==> config.mk <==
export PLATFORM = sky130hd
export DESIGN_NAME = sdm_monitor
export DESIGN_NICKNAME = d
export VERILOG_FILES = /design/src/rtl/sdm_pkg.sv /design/src/rtl/sdm_sync.sv /design/src/rtl/sdm_monitor.sv
export SDC_FILE = /design/constraint.sdc
export NUM_CORES = 1
export LEC_CHECK = 0
export BUFFER_PORTS_ARGS = -buffer_cell sky130_fd_sc_hd__buf_2
export CAP_MARGIN = 10
export CORE_ASPECT_RATIO = 0.5
export CORE_MARGIN = 10
export CORE_UTILIZATION = 60
export DETAILED_ROUTE_END_ITERATION = 10
export PLACE_DENSITY_LB_ADDON = 0.3
export SLEW_MARGIN = 20
export SYNTH_ARGS = -nofsm -noshare
export SYNTH_HDL_FRONTEND = slang
export SYNTH_SLANG_ARGS = --single-unit
==> constraint.sdc <==
create_clock -name ref_clk -period 3.67 [get_ports ref_clk]
set_clock_uncertainty 0.05 [all_clocks]
set_input_delay 0.367 -clock ref_clk [delete_from_list [all_inputs] [get_ports ref_clk]]
set_output_delay 0.367 -clock ref_clk [all_outputs]
set_load 0.005 [all_outputs]
==> src/rtl/sdm_pkg.sv <==
package sdm_pkg;

	// clock and phase-delay timing
	localparam int CLK_PERIOD_NS = 20;
	localparam int PHASE_DLY_NS = 3000;
	// least time, so round up to whole cycles
	localparam int PHASE_DLY_CYC = (PHASE_DLY_NS + CLK_PERIOD_NS - 1) / CLK_PERIOD_NS;
	localparam int DLY_W = 8;
	localparam logic [DLY_W-1:0] DLY_LAST = DLY_W'(PHASE_DLY_CYC - 1);
	localparam logic [DLY_W-1:0] DLY_HOLD = DLY_W'(PHASE_DLY_CYC);

	// bus widths
	localparam int ADDR_W = 9;
	localparam int DATA_W = 8;

	// target return stack depth
	localparam logic [1:0] DEPTH_MAX = 2'h2;
	localparam logic [1:0] DEPTH_RST = 2'h0;

	// opcode decode
	localparam logic [DATA_W-1:0] OP_RETURN = 8'h48;
	localparam logic [DATA_W-1:0] OP_RETURN_SKIP = 8'h49;
	localparam logic [DATA_W-1:0] OP_LONG_CALL_LO = 8'h68;
	localparam logic [DATA_W-1:0] OP_LONG_CALL_HI = 8'h6f;
	localparam logic [DATA_W-1:0] OP_PAGED_CALL_LO = 8'h80;
	localparam logic [DATA_W-1:0] OP_PAGED_CALL_HI = 8'hbe;
	localparam logic [DATA_W-1:0] OP_TABLE_LOAD = 8'hbf;

	// addresses where single-byte jumps alias the paged call
	localparam logic [ADDR_W-1:0] PAGE2_LO = 9'h080;
	localparam logic [ADDR_W-1:0] PAGE3_HI = 9'h0ff;
	localparam logic [ADDR_W-1:0] ADDR_ALIAS = 9'h07f;

	// emulator bus pins taken together
	typedef struct packed {
		logic phase;
		logic skip;
		logic [ADDR_W-1:0] ad;
	} sdm_bus_type;

	localparam int BUS_W = $bits(sdm_bus_type);

	typedef enum logic {
		SDM_RUN,
		SDM_OVF
	} sdm_state_type;

endpackage

==> src/rtl/sdm_sync.sv <==
module sdm_sync
	import sdm_pkg::*;
#(
	parameter int WIDTH = 1,
	parameter logic [WIDTH-1:0] RST_VAL = '0
) (
	input wire logic ref_clk,
	input wire logic arst_n,
	input wire logic [WIDTH-1:0] din,
	output logic [WIDTH-1:0] dout
);

	logic [WIDTH-1:0] s1_r;
	logic [WIDTH-1:0] s2_r;
	logic [WIDTH-1:0] s3_r;
	logic [WIDTH-1:0] out_r;
	logic [WIDTH-1:0] out_nxt;
	logic [WIDTH-1:0] agree;

	// a bit only moves once stages two and three agree
	always_comb begin
		agree = ~(s2_r ^ s3_r);
		out_nxt = (agree & s3_r) | (~agree & out_r);
	end

	// s1 feeds s2 only, to keep metastability off the logic
	always_ff @(posedge ref_clk or negedge arst_n) begin
		if (!arst_n) begin
			s1_r <= RST_VAL;
			s2_r <= RST_VAL;
			s3_r <= RST_VAL;
			out_r <= RST_VAL;
		end else begin
			s1_r <= din;
			s2_r <= s1_r;
			s3_r <= s2_r;
			out_r <= out_nxt;
		end
	end

	assign dout = out_r;

endmodule

==> src/rtl/sdm_monitor.sv <==
// Summary of operation
// - latch each fetched instruction byte, timed by the phase signal, then decode it
// - during the second cycle of a two-cycle instruction, no push, and no pop except the table load pop
// - long and paged calls push; return and return-then-skip pop
// - table lookup load pushes in its first cycle, pops in its second
// - each push counts up once, each pop counts down once
// - counter saturates at two pushes; extra pushes are ignored
// - a pop with the counter at zero underflows it: stack overflow declared
// - after underflow, counting stops and overflow indicator stays lit
// - target keeps two return addresses; monitor models that two-level depth
// - updates happen on strobe formed from phase low and its delayed copy
// - paged-call push suppressed on pages 2, 3 and address 07f
module sdm_monitor
	import sdm_pkg::*;
(
	input wire logic ref_clk,
	input wire logic arst_n,
	input wire logic phase_in,
	input wire logic skip_in,
	input wire logic [ADDR_W-1:0] ad_bus_in,
	output logic overflow_ind,
	output logic [1:0] depth,
	output logic push_evt,
	output logic pop_evt
);

	sdm_bus_type pin_bus;
	sdm_bus_type sb;

	assign pin_bus = '{phase: phase_in, skip: skip_in, ad: ad_bus_in};

	// all emulator pins cross together through one synchroniser
	sdm_sync #(
		.WIDTH(BUS_W),
		.RST_VAL('0)
	) u_sync (
		.ref_clk(ref_clk),
		.arst_n(arst_n),
		.din(pin_bus),
		.dout(sb)
	);

	logic [DLY_W-1:0] dly_cnt_r, dly_cnt_nxt;
	logic strobe;
	logic [ADDR_W-1:0] addr_r, addr_nxt;
	logic [DATA_W-1:0] instr_r, instr_nxt;
	logic skip_r, skip_nxt;
	logic blk_r, blk_nxt;
	logic dec_pend_r, dec_pend_nxt;
	logic tbl_pend_r, tbl_pend_nxt;
	logic push_r, push_nxt;
	logic pop_r, pop_nxt;
	logic [1:0] depth_r, depth_nxt;
	sdm_state_type state_r, state_nxt;
	logic is_return, is_long, is_paged_raw, is_paged, is_tbl_load;

	// delayed phase copy: strobe fires once phase has stayed low for the delay
	always_comb begin
		if (sb.phase) begin
			dly_cnt_nxt = '0;
		end else if (dly_cnt_r == DLY_HOLD) begin
			dly_cnt_nxt = dly_cnt_r;
		end else begin
			dly_cnt_nxt = dly_cnt_r + DLY_W'(1);
		end
	end

	// phase rising before the delay ends gives no strobe, like the nor gate
	assign strobe = !sb.phase && (dly_cnt_r == DLY_LAST);

	// capture address while high, instruction byte at the strobe
	always_comb begin
		addr_nxt = sb.phase ? sb.ad : addr_r;
		instr_nxt = instr_r;
		skip_nxt = skip_r;
		blk_nxt = blk_r;
		dec_pend_nxt = 1'b0;
		if (strobe) begin
			instr_nxt = sb.ad[DATA_W-1:0];
			skip_nxt = sb.skip;
			// single-byte jumps here share the paged-call code
			blk_nxt = ((addr_r >= PAGE2_LO) && (addr_r <= PAGE3_HI)) ||
				(addr_r == ADDR_ALIAS);
			dec_pend_nxt = 1'b1;
		end
	end

	// opcode classes of the latched byte
	always_comb begin
		is_return = (instr_r == OP_RETURN) || (instr_r == OP_RETURN_SKIP);
		is_long = (instr_r >= OP_LONG_CALL_LO) && (instr_r <= OP_LONG_CALL_HI);
		is_paged_raw = (instr_r >= OP_PAGED_CALL_LO) && (instr_r <= OP_PAGED_CALL_HI);
		is_paged = is_paged_raw && !blk_r;
		is_tbl_load = (instr_r == OP_TABLE_LOAD);
	end

	// decode to one-cycle push and pop strobes
	always_comb begin
		push_nxt = 1'b0;
		pop_nxt = 1'b0;
		tbl_pend_nxt = tbl_pend_r;
		if (dec_pend_r) begin
			// the table load pop lands on its second cycle even with skip high
			pop_nxt = tbl_pend_r;
			tbl_pend_nxt = 1'b0;
			if (!skip_r) begin
				push_nxt = is_long || is_paged || is_tbl_load;
				pop_nxt = tbl_pend_r || is_return;
				tbl_pend_nxt = is_tbl_load;
			end
		end
	end

	// depth counter and overflow state
	always_comb begin
		depth_nxt = depth_r;
		state_nxt = state_r;
		case (state_r)
			SDM_RUN: begin
				if (push_r && !pop_r) begin
					// deliberate overflow must not be flagged, so saturate
					if (depth_r != DEPTH_MAX) begin
						depth_nxt = depth_r + 2'h1;
					end
				end else if (pop_r && !push_r) begin
					if (depth_r == DEPTH_RST) begin
						state_nxt = SDM_OVF;
					end else begin
						depth_nxt = depth_r - 2'h1;
					end
				end
			end
			SDM_OVF: begin
				depth_nxt = depth_r;
				state_nxt = SDM_OVF;
			end
			default: begin
				state_nxt = SDM_RUN;
			end
		endcase
	end

	// reset returns to an empty stack with counting enabled
	always_ff @(posedge ref_clk or negedge arst_n) begin
		if (!arst_n) begin
			dly_cnt_r <= '0;
			addr_r <= '0;
			instr_r <= '0;
			skip_r <= 1'b0;
			blk_r <= 1'b0;
			dec_pend_r <= 1'b0;
			tbl_pend_r <= 1'b0;
			push_r <= 1'b0;
			pop_r <= 1'b0;
			depth_r <= DEPTH_RST;
			state_r <= SDM_RUN;
		end else begin
			dly_cnt_r <= dly_cnt_nxt;
			addr_r <= addr_nxt;
			instr_r <= instr_nxt;
			skip_r <= skip_nxt;
			blk_r <= blk_nxt;
			dec_pend_r <= dec_pend_nxt;
			tbl_pend_r <= tbl_pend_nxt;
			push_r <= push_nxt;
			pop_r <= pop_nxt;
			depth_r <= depth_nxt;
			state_r <= state_nxt;
		end
	end

	assign overflow_ind = (state_r == SDM_OVF);
	assign depth = depth_r;
	assign push_evt = push_r;
	assign pop_evt = pop_r;
endmodule

==> results.md <==
Status:
- The run finished with clean final reports.

Drt:
- In the detailed route, the total length drawn on met3 is 181 µm.
- The total number of vias is 1,487.
- The number of remaining DRC errors is 0.
- For this block, the initial DRC count from the detailed router was 42.
- The via density per instance is 5.549.
- The highest metal layer with signal wires is met4.
- The wire length per cell after detailed routing is 15.02 µm.
- The routed wire length on met2 is 1888 µm.
- The count of nets left with antenna violations once routing finished came out at 0.
- The first-pass iteration count of the detailed router is 7.
- The length of routed wiring on met1 is 1887 µm.
- The wire length reported by the detailed router is 4025 µm.

Clock tree:
- The buffer type at the clock tree root is sky130_fd_sc_hd__clkbuf_8.
- The longest clock path from root to sink contains 2 buffers.
- The TritonCTS buffer count is 9.
- The count of instances resized after the clock tree is built is 0.
- The CTS clock-pin slew for the worst setup and hold paths is 0.07 ns.
- The tree built by TritonCTS fans out to 78 sinks.
- The post-CTS setup-driven buffer insertion count is 0.
- The CTS tree is done.
- For this design, the CTS-stage hold fixing added 0 buffers.
- The CTS H-tree depth is 3.
- The clock reaches the later pin of the worst-skew pair after 0.35 ns.

Die:
- Pin placement for this block handled 18 I/O pins.
- The floorplan has 17 rows.
- The area of the placeable core is 4446 µm².
- The area enclosed by the die boundary is 7951 µm².
- The floorplan step set the die height to 68.25 µm.
- For this configuration, the core starts out at a cell density of 0.6285.
- The die extent in x is 116.5 µm.

Worst setup path:
- The critical path launch point type is a register.
- By startpoint and endpoint, the worst setup path is classified as reg -> reg.
- For the worst setup path, the data arrival time is 2.09 ns.
- The maximum fanout along the worst path is 20.
- Data on the critical path is required at its endpoint by 3.84 ns.
- The endpoint type of the worst setup path is a register.

Place:
- The HPWL reported at the end of detailed placement is 2675 µm.
- The final weighted congestion of routability-driven global placement is 0.8737.
- The setup slack at placement is 1.765 ns.
- The count of buffers added on input and output ports is 17.

Yosys:
- During synthesis, Yosys emitted a total of 0 warnings.
- Of the synthesized area, sequential elements account for 0.6986.
- The synthesized design contains 0 enable-type register cells.
- The post-synthesis area per instance is 15.35 µm².
- The primary flip-flop cell chosen by synthesis mapping is sky130_fd_sc_hd__dfrtp_1.
- The post-synthesis instance total is 182.
- Of all flip-flops after synthesis, the portion carrying an async set or reset was 1.000.
- The synthesized flop and latch total is 78.
- The cell area after synthesis is 2794 µm².
- The net count of the mapped netlist is 198.
- The number of distinct library cells after synthesis is 42.

Timing:
- The relative slew slack is 0.3921.
- After layout, the worst setup slack is 1.752 ns.
- The count of pins over their slew limit is 0.
- The highest achievable clock rate is 521.3 MHz.
- The hold violation count in the final report is 0.
- The post-route minimum period is 1.918 ns.
- The transition at the pin with the smallest max-transition slack is 0.9118 ns.
- Summed over all failing endpoints, the final setup total negative slack is 0 ns.
- Setup repair after global routing left no endpoint under its margin.
- Of the available clock period, the critical path in the final layout requires 0.5227.
- The final-report setup violation count is 0.

Cells and area:
- The most common cell after layout, fill and taps aside is sky130_fd_sc_hd__dfrtp_1.
- The final layout net count is 223.
- The number of inserted diodes is 0.
- The layout has 278 filler cells.
- Leaving out fill and tap cells, the most frequent cells in the layout are sky130_fd_sc_hd__dfrtp_1, sky130_fd_sc_hd__buf_2, sky130_fd_sc_hd__maj3_1.
- The share of layout cells above drive strength 1 is 0.2464.
- The area growth from synthesis to layout is 12.00%.

Flow run:
- The max-cap check violation count is 0.

Power and ir drop:
- The worst-case vdd ir drop is 399.6 µV.
- In this run the power density over the cells is 527.4 nW/µm².
- The analysis attributes to cell leakage a power of 1.396 nW.

GRT:
- The maximum number of pins on one net before global-route repair is 79.
- The via count of the first global-routing pass is 1,526.
- The combined global-route utilization of all metal layers is 0.1197.
- The first global-routing pass estimated 7134 µm of wire.
- The initial antenna violation count is 0.
- The total global routing overflow is 0.

Min path:
- The startpoint identified for the worst hold timing path is ad_bus_in[3].
- The path class of the tightest hold or removal check is in -> reg.
[report_power, final]
part	internal [mW]	total (mW)	switching [mW]
clock	0.328	0.618	0.290
combinational	0.0400	0.0745	0.0346
sequential	0.915	0.958	0.0434
total	1.28	1.65	0.368
[cells in the mapped netlist, types with 2 or more instances]
cell,number,area [µm²]
sky130_fd_sc_hd__o31ai_1,2,15.01
sky130_fd_sc_hd__nor3_1,4,20.02
sky130_fd_sc_hd__inv_1,7,26.28
sky130_fd_sc_hd__mux2_1,3,33.78
sky130_fd_sc_hd__or3_1,3,18.77
sky130_fd_sc_hd__nand4_1,3,18.77
sky130_fd_sc_hd__nand2_1,3,11.26
sky130_fd_sc_hd__a211oi_1,2,15.01
sky130_fd_sc_hd__ha_1,3,37.54
sky130_fd_sc_hd__mux2_2,8,90.09
sky130_fd_sc_hd__nand3_1,4,20.02
sky130_fd_sc_hd__o21ai_1,2,10.01
sky130_fd_sc_hd__maj3_1,11,110.1
sky130_fd_sc_hd__dfrtp_1,78,1952
sky130_fd_sc_hd__a21oi_1,5,25.02
sky130_fd_sc_hd__mux2_4,8,120.1
sky130_fd_sc_hd__nor2_1,4,15.01
sky130_fd_sc_hd__nand4bb_1,2,22.52
sky130_fd_sc_hd__o21ai_0,4,20.02
sky130_fd_sc_hd__and4_1,2,17.52
sky130_fd_sc_hd__buf_2,2,10.01
sky130_fd_sc_hd__nand3b_1,2,15.01
[through the flow]
| stage | area (µm²) | hold slack, ns | util | total power [mW] | instances |
|---|---|---|---|---|---|
| 2_1_floorplan | 2794 | 0.02141 | - | 1.008 | 182 |
| 3_3_place_gp | 2932 | 0.2816 | 0.6594 | 1.043 | 253 |
| 3_5_place_dp | 2932 | 0.2847 | 0.6594 | 1.051 | 253 |
| 4_1_cts | 3129 | 0.05546 | 0.7039 | 1.671 | 268 |
| 5_1_grt | 3129 | 0.04410 | 0.7039 | 1.733 | 268 |
| 6_report | 3129 | 0.07440 | 0.7039 | 1.650 | 268 |
[layout make-up]
cell class                 count  area (µm²)  area share
sequential                    78        1952      0.6238
tap                           57       71.32     0.02279
clock inverter                 5       60.06     0.01919
clock buffer                  10       137.6     0.04398
multi-input combinational     93       790.8      0.2527
inverter                       8       30.03    0.009596
timing repair buffer          17       87.58     0.02799
[path summary, 6_finish.rpt]
kind / to / slack [ns] / cells past startpoint
worst max register to register: instr_r[0]$_DFFE_PN0P_ / 1.75 / 3
max in group asynchronous: asynchronous set/reset pin / 2.88 / 1
worst max-delay path: instr_r[0]$_DFFE_PN0P_ / 1.75 / 3
min in group asynchronous: depth[1]$_DFFE_PN0P_ / 0.09 / 1
worst min-delay path: u_sync.s1_r[3]$_DFF_PN0_ / 0.07 / 1
worst min register to register: u_sync.s2_r[1]$_DFF_PN0_ / 0.30 / 0
[critical path, cell delays in order, from the launching register on]
cell and delay [ns]:
sky130_fd_sc_hd__dfrtp_1 0.80, sky130_fd_sc_hd__and4bb_2 0.32, sky130_fd_sc_hd__nand2_2 0.27, sky130_fd_sc_hd__mux2_1 0.36
[kinds of logic after synthesis]
group,after synthesis,share of synthesized area
xor gates and xnor gates,2,0.006271
buffers and inverters,11,0.01836
muxes,19,0.08733
AOI/OAI and AO/OA,24,0.05643
and+or+nand+nor,34,0.08017
adders and majority gates,14,0.05285
DFF,78,0.6986
[metal layers]
metal	up-vias	track usage
li1	700	-
met5	-	0
met1	752	0.1438
met4	0	0.05728
met2	27	0.1815
met3	8	0.05672
(Power assumes the default switching activity.)
